File: src/core/swl_pkg.sv
// shared constants for the single-wire read-byte / triplet engine
package swl_pkg;
    // command codes
    localparam logic [7:0] CMD_READ_BYTE = 8'h96;
    localparam logic [7:0] CMD_TRIPLET = 8'h78;
    // direction byte: direction value bit
    localparam int DIR_BIT = 7;
    // register offsets on the plain register port
    localparam logic [3:0] REG_CMD = 4'h0;
    localparam logic [3:0] REG_PARAM = 4'h1;
    localparam logic [3:0] REG_STATUS = 4'h2;
    localparam logic [3:0] REG_READ_DATA = 4'h3;
    localparam logic [3:0] REG_CONFIG = 4'h4;
    localparam logic [3:0] REG_PTR = 4'h5;
    localparam logic [3:0] REG_ACK = 4'h6;
    // status field positions
    localparam int ST_BUSY = 0;
    localparam int ST_SBR = 5;
    localparam int ST_TSB = 6;
    localparam int ST_DIR = 7;
    // config field positions
    localparam int CFG_APU = 0;
    localparam int CFG_SPEED = 3;
    localparam logic [7:0] CONFIG_RESET = 8'h00;
    // read pointer selections
    localparam logic PTR_STATUS = 1'b0;
    localparam logic PTR_READ_DATA = 1'b1;
    // timing, us (start margin in ps), and derived counts at 125 MHz
    localparam int CLK_PERIOD_PS = 8000;
    localparam int START_MARGIN_PS = 262500;
    localparam int START_MARGIN_CYC = START_MARGIN_PS / CLK_PERIOD_PS;
    localparam int SLOT_STD_NS = 70;
    localparam int SLOT_FAST_NS = 10;
    localparam int LOW_STD_NS = 8;
    localparam int LOW_FAST_NS = 1;
    localparam int SAMPLE_STD_NS = 14;
    localparam int SAMPLE_FAST_NS = 2;
    localparam int W0_LOW_STD_NS = 60;
    localparam int W0_LOW_FAST_NS = 8;
    localparam int RECOVER_NS = 2;
    function automatic int ns_cyc(input int ns);
        return ((ns * 1000) + CLK_PERIOD_PS - 1) / CLK_PERIOD_PS;
    endfunction
    localparam int SLOT_STD_CYC = ns_cyc(SLOT_STD_NS * 1000);
    localparam int SLOT_FAST_CYC = ns_cyc(SLOT_FAST_NS * 1000);
    localparam int LOW_STD_CYC = ns_cyc(LOW_STD_NS * 1000);
    localparam int LOW_FAST_CYC = ns_cyc(LOW_FAST_NS * 1000);
    localparam int SAMPLE_STD_CYC = ns_cyc(SAMPLE_STD_NS * 1000);
    localparam int SAMPLE_FAST_CYC = ns_cyc(SAMPLE_FAST_NS * 1000);
    localparam int W0_STD_CYC = ns_cyc(W0_LOW_STD_NS * 1000);
    localparam int W0_FAST_CYC = ns_cyc(W0_LOW_FAST_NS * 1000);
    localparam int RECOVER_CYC = ns_cyc(RECOVER_NS * 1000);
    localparam int TW = 16;
endpackage

File: src/core/swl_engine.sv
// read-byte and triplet command engine for the single-wire master
`timescale 1ns/100ps
// How it works
// code 96h runs eight read slots
// eight sampled bits stored as read data
// read slot equals write-one slot waveform
// busy at 96h: no ack, no activity
// read byte ends within eight slots+margin
// line activity starts within 262.5ns
// pointer goes to status after read byte
// busy held through the eight slots
// code 78h: two reads then one write
// both reads zero: write follows direction bit
// 01 writes zero; 10 and 11 write one
// busy at 78h: no acks, ignored
// triplet starts within margin, ends 3 slots
// busy three slots; result bits per sample
// host repeats triplet 64 times per search
// direction is bit 7, rest ignored
// speed and pullup settings apply
module swl_engine
(
    input wire logic core_clk, // clock
    input wire logic rst_n, // async reset, active low
    input wire logic [3:0] reg_addr, // register address
    input wire logic [7:0] reg_wdata, // write data
    input wire logic reg_wr, // write strobe
    input wire logic reg_rd, // read strobe
    output logic [7:0] reg_rdata, // read data, cycle after strobe
    input wire logic line_i, // single-wire line level (pin)
    output logic line_o, // line output value, always 0
    output logic line_oe, // high while pulling the line low
    output logic pullup_o // active pullup drive
);
    typedef enum logic [1:0] {E_IDLE, E_WAIT, E_SLOT} eng_state_t;
    typedef struct packed
    {
        eng_state_t st;
        logic is_trip;
        logic [3:0] nslot;
        logic [2:0] idx;
        logic [7:0] shift;
        logic [7:0] read_data;
        logic [7:0] cfg;
        logic busy;
        logic single_bit_result;
        logic triplet_second_bit;
        logic dir;
        logic vdir;
        logic ptr;
        logic acked;
        logic slot_go;
        logic slot_bit;
        logic [7:0] rdata;
        logic oe;
        logic pu;
    } eng_t;
    eng_t q;
    eng_t d;
    logic line_s;
    logic s_done;
    logic s_stb;
    logic s_val;
    logic s_low;
    logic s_pu;

    swl_sync u_sync
    (
        .core_clk(core_clk),
        .rst_n(rst_n),
        .din(line_i),
        .dout(line_s)
    );

    swl_slot u_slot
    (
        .core_clk(core_clk),
        .rst_n(rst_n),
        .start(q.slot_go),
        .wbit(q.slot_bit),
        .fast(q.cfg[swl_pkg::CFG_SPEED]),
        .active_pullup_select(q.cfg[swl_pkg::CFG_APU]),
        .line_in(line_s),
        .done(s_done),
        .sample_stb(s_stb),
        .sample_val(s_val),
        .drive_low(s_low),
        .pullup_en(s_pu)
    );

    // triplet write direction from the two read results
    function automatic logic trip_wbit(input logic a, input logic b,
        input logic v);
        if (!a && !b)
            return v;
        return a;
    endfunction

    // --------------------------------------------------------------
    // command decode, slot sequencing, register port
    // --------------------------------------------------------------
    always_comb
    begin
        d = q;
        d.slot_go = 1'b0;
        d.oe = s_low;
        d.pu = s_pu;
        if (reg_wr && reg_addr == swl_pkg::REG_CMD)
        begin
            d.acked = 1'b0;
            if (!q.busy)
            begin
                if (reg_wdata == swl_pkg::CMD_READ_BYTE)
                begin
                    d.acked = 1'b1;
                    d.st = E_WAIT;
                    d.is_trip = 1'b0;
                    d.nslot = 4'h8;
                    d.idx = 3'h0;
                    d.busy = 1'b1;
                    d.ptr = swl_pkg::PTR_STATUS;
                end
            end
        end
        // triplet command arrives alone; direction byte comes earlier via REG_ACK
        if (reg_wr && reg_addr == swl_pkg::REG_PARAM)
        begin
            d.acked = 1'b0;
            if (!q.busy)
            begin
                if (reg_wdata == swl_pkg::CMD_TRIPLET)
                begin
                    d.acked = 1'b1;
                    d.st = E_WAIT;
                    d.is_trip = 1'b1;
                    d.nslot = 4'h3;
                    d.idx = 3'h0;
                    d.busy = 1'b1;
                    d.ptr = swl_pkg::PTR_STATUS;
                end
            end
        end
        if (reg_wr && reg_addr == swl_pkg::REG_CONFIG && !q.busy)
            d.cfg = reg_wdata;
        if (reg_wr && reg_addr == swl_pkg::REG_PTR)
            d.ptr = reg_wdata[0];
        // direction byte ignored while a command runs
        if (reg_wr && reg_addr == swl_pkg::REG_ACK && !q.busy)
            d.vdir = reg_wdata[swl_pkg::DIR_BIT];
        unique case (q.st)
            E_IDLE:
            begin
            end
            E_WAIT:
            begin
                // first slot next cycle, well inside 262.5ns
                d.slot_go = 1'b1;
                d.slot_bit = 1'b1;
                d.st = E_SLOT;
            end
            E_SLOT:
            begin
                if (s_stb)
                begin
                    if (!q.is_trip)
                        d.shift = {s_val, q.shift[7:1]};
                    else if (q.idx == 3'h0)
                        d.single_bit_result = s_val;
                    else if (q.idx == 3'h1)
                    begin
                        d.triplet_second_bit = s_val;
                        d.dir = trip_wbit(q.single_bit_result, s_val, q.vdir);
                    end
                end
                if (s_done)
                begin
                    d.idx = q.idx + 3'h1;
                    if (q.nslot == 4'h1)
                    begin
                        d.st = E_IDLE;
                        d.busy = 1'b0;
                        if (!q.is_trip)
                            d.read_data = q.shift;
                    end
                    else
                    begin
                        d.nslot = q.nslot - 4'h1;
                        d.slot_go = 1'b1;
                        d.slot_bit = (q.is_trip && q.idx == 3'h1) ?
                            q.dir : 1'b1;
                    end
                end
            end
            default:
                d.st = E_IDLE;
        endcase
        d.rdata = 8'h00;
        if (reg_rd)
        begin
            if (reg_addr == swl_pkg::REG_CONFIG)
                d.rdata = q.cfg;
            else if (reg_addr == swl_pkg::REG_ACK)
                d.rdata = {7'h00, q.acked};
            else if (reg_addr == swl_pkg::REG_STATUS ||
                (reg_addr == swl_pkg::REG_READ_DATA &&
                 q.ptr == swl_pkg::PTR_STATUS))
                d.rdata = {q.dir, q.triplet_second_bit, q.single_bit_result, 4'h0, q.busy};
            else if (reg_addr == swl_pkg::REG_READ_DATA)
                d.rdata = q.read_data;
        end
    end

    // --------------------------------------------------------------
    // state register
    // --------------------------------------------------------------
    always_ff @(posedge core_clk or negedge rst_n)
    begin
        if (!rst_n)
            q <= '{st: E_IDLE, is_trip: 1'b0, nslot: 4'h0, idx: 3'h0,
                shift: 8'h00, read_data: 8'h00,
                cfg: swl_pkg::CONFIG_RESET, busy: 1'b0, single_bit_result: 1'b0,
                triplet_second_bit: 1'b0, dir: 1'b0, vdir: 1'b0,
                ptr: swl_pkg::PTR_STATUS, acked: 1'b0, slot_go: 1'b0,
                slot_bit: 1'b1, rdata: 8'h00, oe: 1'b0, pu: 1'b0};
        else
            q <= d;
    end

    assign reg_rdata = q.rdata;
    assign line_o = 1'b0;
    assign line_oe = q.oe;
    assign pullup_o = q.pu;
endmodule

File: src/core/swl_slot.sv
// one single-wire time slot: write-one/read or write-zero, with sample
`timescale 1ns/100ps
module swl_slot
(
    input wire logic core_clk, // clock
    input wire logic rst_n, // async reset, active low
    input wire logic start, // one-cycle slot request
    input wire logic wbit, // 1: write-one/read slot, 0: write-zero
    input wire logic fast, // speed select
    input wire logic active_pullup_select, // active pullup select
    input wire logic line_in, // synchronised line level
    output logic done, // one-cycle pulse at slot end
    output logic sample_stb, // one-cycle pulse at sample point
    output logic sample_val, // sampled line level
    output logic drive_low, // pull the line low
    output logic pullup_en // active pullup drive
);
    typedef enum logic [1:0] {S_IDLE, S_LOW, S_REL} slot_state_t;
    typedef struct packed
    {
        slot_state_t st;
        logic [swl_pkg::TW-1:0] cnt;
        logic wbit;
        logic fast;
        logic done;
        logic stb;
        logic val;
        logic low;
        logic pu;
    } slot_t;
    slot_t q;
    slot_t d;
    logic [swl_pkg::TW-1:0] low_len;
    logic [swl_pkg::TW-1:0] smp_at;
    logic [swl_pkg::TW-1:0] slot_len;

    function automatic logic [swl_pkg::TW-1:0] pick(input logic f,
        input int a, input int b);
        return f ? swl_pkg::TW'(b) : swl_pkg::TW'(a);
    endfunction

    always_comb
    begin
        // write-one and read slots share one waveform
        low_len = q.wbit ? pick(q.fast, swl_pkg::LOW_STD_CYC,
            swl_pkg::LOW_FAST_CYC) : pick(q.fast, swl_pkg::W0_STD_CYC,
            swl_pkg::W0_FAST_CYC);
        smp_at = pick(q.fast, swl_pkg::SAMPLE_STD_CYC,
            swl_pkg::SAMPLE_FAST_CYC);
        slot_len = pick(q.fast, swl_pkg::SLOT_STD_CYC,
            swl_pkg::SLOT_FAST_CYC);
        d = q;
        d.done = 1'b0;
        d.stb = 1'b0;
        d.pu = 1'b0;
        unique case (q.st)
            S_IDLE:
            begin
                if (start)
                begin
                    d.st = S_LOW;
                    d.cnt = '0;
                    d.wbit = wbit;
                    d.fast = fast;
                    d.low = 1'b1;
                end
            end
            S_LOW:
            begin
                d.cnt = q.cnt + 1'b1;
                if (q.cnt + 1'b1 >= low_len)
                begin
                    d.st = S_REL;
                    d.low = 1'b0;
                end
            end
            S_REL:
            begin
                d.cnt = q.cnt + 1'b1;
                // active pullup briefly after release
                d.pu = active_pullup_select && (q.cnt < low_len +
                    swl_pkg::TW'(swl_pkg::RECOVER_CYC));
                if (q.cnt == smp_at)
                begin
                    d.stb = 1'b1;
                    d.val = line_in;
                end
                if (q.cnt + 1'b1 >= slot_len)
                begin
                    d.st = S_IDLE;
                    d.done = 1'b1;
                    d.pu = 1'b0;
                end
            end
        endcase
    end

    always_ff @(posedge core_clk or negedge rst_n)
    begin
        if (!rst_n)
            q <= '{st: S_IDLE, cnt: '0, wbit: 1'b1, fast: 1'b0,
                done: 1'b0, stb: 1'b0, val: 1'b0, low: 1'b0, pu: 1'b0};
        else
            q <= d;
    end

    assign done = q.done;
    assign sample_stb = q.stb;
    assign sample_val = q.val;
    assign drive_low = q.low;
    assign pullup_en = q.pu;
endmodule

File: src/core/swl_sync.sv
// two-flop synchroniser for the single-wire line input
`timescale 1ns/100ps
module swl_sync
(
    input wire logic core_clk, // clock
    input wire logic rst_n, // async reset, active low
    input wire logic din, // asynchronous input
    output logic dout // synchronised level
);
    typedef struct packed
    {
        logic s1;
        logic s2;
    } sync_t;
    sync_t st_q;
    sync_t st_d;

    always_comb
    begin
        st_d.s1 = din;
        st_d.s2 = st_q.s1;
    end

    always_ff @(posedge core_clk or negedge rst_n)
    begin
        if (!rst_n)
            st_q <= '{s1: 1'b1, s2: 1'b1};
        else
            st_q <= st_d;
    end

    assign dout = st_q.s2;
endmodule

File: config.mk
export PLATFORM = sky130hd
export DESIGN_NAME = swl_engine
export DESIGN_NICKNAME = d
export VERILOG_FILES = /design/src/core/swl_pkg.sv /design/src/core/swl_engine.sv /design/src/core/swl_slot.sv /design/src/core/swl_sync.sv
export SDC_FILE = /design/constraint.sdc
export NUM_CORES = 1
export LEC_CHECK = 0
export BUFFER_PORTS_ARGS = -buffer_cell sky130_fd_sc_hd__buf_4
export CORE_MARGIN = 5
export CORE_UTILIZATION = 35
export DETAILED_ROUTE_END_ITERATION = 16
export PLACE_DENSITY_LB_ADDON = 0.25
export SYNTH_ARGS = -nofsm -noshare
export SYNTH_HDL_FRONTEND = slang
export SYNTH_HIERARCHICAL = 1
export SYNTH_SLANG_ARGS = --single-unit
File: constraint.sdc
create_clock -name core_clk -period 3.6 [get_ports core_clk]
set_input_delay 0.36 -clock core_clk [delete_from_list [all_inputs] [get_ports core_clk]]
set_output_delay 0.36 -clock core_clk [all_outputs]
set_load 0.01 [all_outputs]
==> flow_summary.json, run 1 <==
{
  "numCtsBuffers": 9,
  "grt_pass1_vias": 3572,
  "vias_per_cell": 5.33,
  "synth_cells": 464,
  "grt_pass1_wl_mm": 18.7,
  "syn-cell-area_um2": 4920,
  "powerDensity_nw_per_um2": 381,
  "hold_viol_final": 0,
  "syn-num-nets": 528,
  "synthSimpleGateAreaFrac": 0.182,
  "r2r-end": "u_slot/drive_low",
  "crit_fanout": 10,
  "portBuffers": 26,
  "max_freq_ghz": 0.297,
  "yosys_warnings": 6,
  "postCtsSetupRepairBufs": 0,
  "clk_pin_slew_ns": 0.06,
  "die_area_um2": 16500,
  "drtIter0Drc": 268,
  "synth-seq-cells": 80,
  "initial_core_util": 0.356,
  "row_count": 43,
  "ctsResizeCount": 0,
  "synthXorXnorAreaFrac": 0.0229,
  "antenna_cells": 0,
  "dieHeight_um": 129,
  "synth_mux_area_frac": 0.0662,
  "dr.pass1.iters": 5,
  "ys_seq_area_frac": 0.408,
  "power_frac_seq": 0.457,
  "outcome": "finished, final reports clean",
  "endpoint": "u_slot/drive_low",
  "r2r_start": "u_slot/q[7]",
  "synth_adder_area_share": 0.120,
  "synth_edf_count": 0,
  "reg2reg_slack_ns": 0.24,
  "antenna_found_initial": 0,
  "grt_usage": 0.142,
  "p_int_uw": 1630,
  "setup_tns_ns": 0,
  "postCtsHoldBufs": 0,
  "synth_cell_type_count": 83,
  "synthFlopType": "dfrtp_1",
  "wire_per_inst_um": 16.8,
  "p_comb_frac": 0.077,
  "clock-root-buffer": "clkbuf_16",
  "place_hpwl_mm": 8.54,
  "drtAntennaViolNets": 0,
  "synth_top_family_by_area": "simple AND/OR/NAND/NOR gates",
  "rsz0062_at_grt": "no",
  "htreeDepth": 3,
  "min_period_over_period": 0.934,
  "ios": 28,
  "postSynth.asyncResetShare": 1.00,
  "nNetsFinal": 546,
  "drv_cap": 0,
  "avgSynthCellArea_um2": 10.6,
  "clock-sinks": 80,
  "cts_max_path_buffers": 2,
  "dr_total_vias": 3558,
  "cp.required_ns": 3.82,
  "place.gp.congestion": 0.896,
  "maxSlewHeadroom": 0.332,
  "drive_gt1_frac": 0.142,
  "grt_max_degree": 81,
  "tightest_slew_ns": 1.00,
  "hp-class": "input pin to flop",
  "end_kind": "flop",
  "post-route-drc-count": 0,
  "critPathLaunch": "u_slot/q[7]",
  "p_clk_frac": 0.466,
  "final_core_util": 0.400,
  "power_leakage_uw": 0.00256,
  "start_kind": "flop",
  "total_power_uw": 2110,
  "insertion_delay_ns": 0.32,
  "grt-ovfl-total": 0,
  "drt_wl_total_mm": 11.2,
  "setup_viol": 0,
  "cts_tree": "done",
  "fp.dieW_um": 129,
  "worstRegToRegCells": 12,
  "swShare": 0.225,
  "worstSetupPathType": "flop to flop",
  "maxSlewViolCount": 0,
  "ir_drop_v": 0.000219,
  "area_delta_synth_final_pct": 12.6,
  "arrival_ns": 3.58,
  "final.min_clock_period_ns": 3.36,
  "core_region_area_um2": 13800,
  "clock_skew_ns": 0.00503,
  "synth_compound_area_frac": 0.149,
  "p_sw_uw": 475
}
[power by group through the flow]
stage / logic (uW) / registers, uW / clock network, uW
after global routing: 186 / 969 / 1040
after detailed placement: 164 / 980 / 0
after floorplan: 104 / 971 / 0
after global placement: 160 / 978 / 0
after CTS: 165 / 964 / 1010
final: 162 / 963 / 983
[how the worst min path moves through the flow]
stage                        start             end  slack (ns)  cells past startpoint
floorplan                    rst_n         line_oe        0.06                      0
global placement    u_sync/st_d[0]     u_sync/dout        0.36                      0
detailed placement  u_sync/st_d[0]     u_sync/dout        0.35                      0
CTS                         line_i  u_sync/st_d[0]        0.13                      1
global route                line_i  u_sync/st_d[0]        0.13                      1
finish                      line_i  u_sync/st_d[0]        0.14                      1
[cell families after synthesis]
family,Yosys count
simple gates,141
compound gates,104
flops,80
buf+inv,50
fa+ha+maj,47
mux,29
xor+xnor,12
other cells,1
[worst max-delay path, cell delays in order (launching register included)]
cell,delay (ns)
dfrtp_1,0.51
ha_1,0.28
nand4_1,0.22
nor2_1,0.20
and3_1,0.23
xor2_1,0.26
ha_1,0.28
nand2_1,0.10
o21ai_0,0.11
a221o_1,0.32
a311o_2,0.39
o211a_1,0.21
o21a_1,0.16
[registers in the layout, summed over array words and instances (netlist names)]
| signal | cells |
|---|---|
| u_slot/sample_stb | 1 |
| u_slot/pullup_en | 1 |
| u_sync/st_d | 1 |
| line_oe | 1 |
| u_slot/sample_val | 1 |
| pullup_o | 1 |
| u_sync/dout | 1 |
| u_slot/drive_low | 1 |
| u_slot/q | 20 |
| q | 43 |
| reg_rdata | 8 |
| u_slot/done | 1 |
[through the flow]
step,setup slack [ns],hold slack [ns],instances,instance area [um2]
2_1_floorplan,0.623,0.0644,464,4920
3_3_place_gp,0.380,0.357,651,5210
3_5_place_dp,0.294,0.355,651,5210
4_1_cts,0.272,0.133,667,5540
5_1_grt,0.00665,0.131,667,5540
6_report,0.237,0.145,667,5540
[cells in the mapped netlist (6+ instances only)]
cell / instances / share of area
xor2_1: 6 / 0.011
inv_1: 28 / 0.021
a22oi_1: 6 / 0.0092
nand3b_1: 7 / 0.011
ha_1: 47 / 0.12
nand3_1: 18 / 0.018
nor2_1: 11 / 0.0084
mux2_1: 25 / 0.057
buf_4: 11 / 0.017
a21oi_1: 18 / 0.018
o21ai_1: 6 / 0.0061
nor2b_1: 12 / 0.015
nand2_1: 31 / 0.024
nor3b_1: 7 / 0.011
dfrtp_1: 76 / 0.39
o21ai_0: 22 / 0.022
o21a_1: 7 / 0.011
nand2b_1: 7 / 0.0089
nand4_1: 10 / 0.013
[placed cells by master (no fill, tap or decap), types with 9 or more instances in the layout]
cell type | netlist | final
ha_1 | 47 | 47
mux2_1 | 25 | 25
o21ai_0 | 22 | 22
nor2_1 | 11 | 11
inv_1 | 28 | 28
nand2_1 | 31 | 31
nor2b_1 | 12 | 12
buf_4 | 11 | 29
nand3_1 | 18 | 18
nand4_1 | 10 | 10
clkbuf_16 | 0 | 9
a21oi_1 | 18 | 18
dfrtp_1 | 76 | 76
[layout make-up]
type / instances / area (um2)
repair buffers: 29 / 218
well taps: 180 / 225
flip-flops and latches: 80 / 2010
inverters: 28 / 105
multi-input cells: 334 / 2660
clock buffers: 12 / 246
clock inverters: 4 / 77.6
fillers: 1355 / 8290
[metal layers]
metal	share of wire	track usage	vias up
li1	-	-	1728
met1	0.47	0.194	1746
met2	0.47	0.227	70
met3	0.043	0.0208	14
met4	0.017	0.0556	0
met5	0	0	-
Note: power is estimated with default switching activity, not from simulation.
==> run 2: changes to the inputs <==
Settings changed: CTS_BUF_LIST set to sky130_fd_sc_hd__clkbuf_2 sky130_fd_sc_hd__clkbuf_4 sky130_fd_sc_hd__clkbuf_8.
==> run 2 against run 1 <==
Net effect: clock skew is 0.0056 ns higher; sequential power hardly changed; combinational power hardly changed; final cell count stayed put; clock power is 23% lower; utilization is 0.68 points lower; routed wire length is 0.52% higher; highest routed layer unchanged; largest power group is now registers; worst setup slack better by 0.0052 ns.
==> flow_summary.json, run 2 (same netlist as run 1, synthesis figures left out) <==
{
  "setup_viol": 0,
  "htreeDepth": 3,
  "cts_max_path_buffers": 2,
  "p_int_uw": 1430,
  "cts_tree": "done",
  "swShare": 0.240,
  "tightest_slew_ns": 1.02,
  "numCtsBuffers": 9,
  "holdWs_ns": 0.117,
  "path_cells": "ha_1 > nand4_1 > nor2_1 > and3_1 > xor2_1 > ha_1 > nand2_1 > o21ai_0 > a221o_1 > a311o_2 > o211a_1 > o21a_1",
  "powerDensity_nw_per_um2": 346,
  "crit_top_cell": "ha_1",
  "largest_reg_flops": 43,
  "place.gp.congestion": 0.896,
  "ios": 28,
  "hold_viol_final": 0,
  "initial_core_util": 0.356,
  "dr.pass1.iters": 6,
  "final.min_clock_period_ns": 3.36,
  "postCtsSetupRepairBufs": 0,
  "vias_per_cell": 5.37,
  "drt_wl_total_mm": 11.3,
  "core_region_area_um2": 13800,
  "p_comb_frac": 0.087,
  "slowest_delay_ns": 0.52,
  "min_period_over_period": 0.933,
  "r2r_start": "u_slot/q[7]",
  "hp-class": "input pin to flop",
  "drtAntennaViolNets": 0,
  "ir_drop_v": 0.000133,
  "die_area_um2": 16500,
  "seqCellArea_um2": 2010,
  "grt_max_degree": 81,
  "place_hpwl_mm": 8.54,
  "p_clk_frac": 0.403,
  "power_frac_seq": 0.511,
  "insertion_delay_ns": 0.35,
  "min_from": "line_i",
  "grt_usage": 0.142,
  "power_leakage_uw": 0.00252,
  "grt_pass1_wl_mm": 18.7,
  "antenna_cells": 0,
  "drv_cap": 0,
  "grt-ovfl-total": 0,
  "regMostFlops": "q",
  "arrival_ns": 3.60,
  "portBuffers": 26,
  "clock_skew_ns": 0.0107,
  "final_core_util": 0.394,
  "outcome": "finished, final reports clean",
  "cp.required_ns": 3.85,
  "nNetsFinal": 546,
  "max_freq_ghz": 0.298,
  "ctsResizeCount": 0,
  "wire_per_inst_um": 16.9,
  "clk_pin_slew_ns": 0.08,
  "maxSlewHeadroom": 0.321,
  "critPathLaunch": "u_slot/q[7]",
  "p_sw_uw": 451,
  "crit_fanout": 10,
  "grt_pass1_vias": 3540,
  "end_kind": "flop",
  "worstSetupPathType": "flop to flop",
  "fp.dieW_um": 129,
  "layout_common_cells": "76 x dfrtp_1, 47 x ha_1, 31 x nand2_1",
  "clock-root-buffer": "clkbuf_8",
  "dr_total_vias": 3579,
  "clock-sinks": 80,
  "cpMaxStageDelayCell": "dfrtp_1",
  "antenna_found_initial": 0,
  "drtIter0Drc": 318,
  "maxSlewViolCount": 0,
  "setup_tns_ns": 0,
  "postCtsHoldBufs": 0,
  "rsz0062_at_grt": "no",
  "dieHeight_um": 129,
  "start_kind": "flop",
  "multiInputGateArea_um2": 2660,
  "placed_cell_area_um2": 5210,
  "row_count": 43,
  "reg2reg_slack_ns": 0.24,
  "fin_area_um2": 5440,
  "layout_commonest_cell": "dfrtp_1",
  "fill_cells": 1364,
  "area_delta_synth_final_pct": 10.7,
  "post-route-drc-count": 0,
  "drive_gt1_frac": 0.146
}
## run 2: cell counts in the layout (fill, tap and decap cells not counted)
Identical to the previous run, type by type.
## run 2: layout make-up
type	count	share of cell area
timing repair buffer	29	0.0400
inverter	28	0.0193
multi-input combinational	334	0.488
clock inverter	4	0.0143
sequential	80	0.369
clock buffer	12	0.0280
tap	180	0.0414
## run 2: path summary, 6_finish.rpt
path / to / cells after the start
max: u_slot/drive_low / 12
min: u_sync/st_d[0] / 1
max reg2reg: u_slot/drive_low / 12
min reg2reg: u_sync/dout / 0
max in group asynchronous: q[44] / 1
min in group asynchronous: u_slot/q[8] / 1
## run 2: metal layers
| metal | track usage | vias to the layer above | part of all wire |
|---|---|---|---|
| met3 | 0.0199 | 18 | 0.045 |
| met1 | 0.196 | 1754 | 0.47 |
| met2 | 0.225 | 83 | 0.46 |
| met4 | 0.0556 | 0 | 0.022 |
| li1 | - | 1724 | - |
| met5 | 0 | - | 0 |
## run 2: power groups by stage
stage	Clock, uW	Sequential (uW)	Combinational, uW
final	758	962	163
after global routing	817	968	187
after CTS	782	962	165
after detailed placement	0	980	164
after global placement	0	978	160
after floorplan	0	971	104
## run 2: per-stage QoR
stage                     instances  power, uW  setup WS (ns)
after floorplan                 464       1070          0.623
after global routing            667       1970        0.00330
after CTS                       667       1910          0.271
after global placement          651       1140          0.380
after detailed placement        651       1140          0.294
final                           667       1880          0.242
## run 2: worst max-delay path, delay by kind of cell, from the launching register on
kind / cells / cell delay (ns)
adder cells (fa/ha/maj): 2 / 0.55
AND/OR/NAND/NOR: 4 / 0.73
AO/OA/AOI/OAI: 5 / 1.21
flip-flops: 1 / 0.52
XOR/XNOR: 1 / 0.25
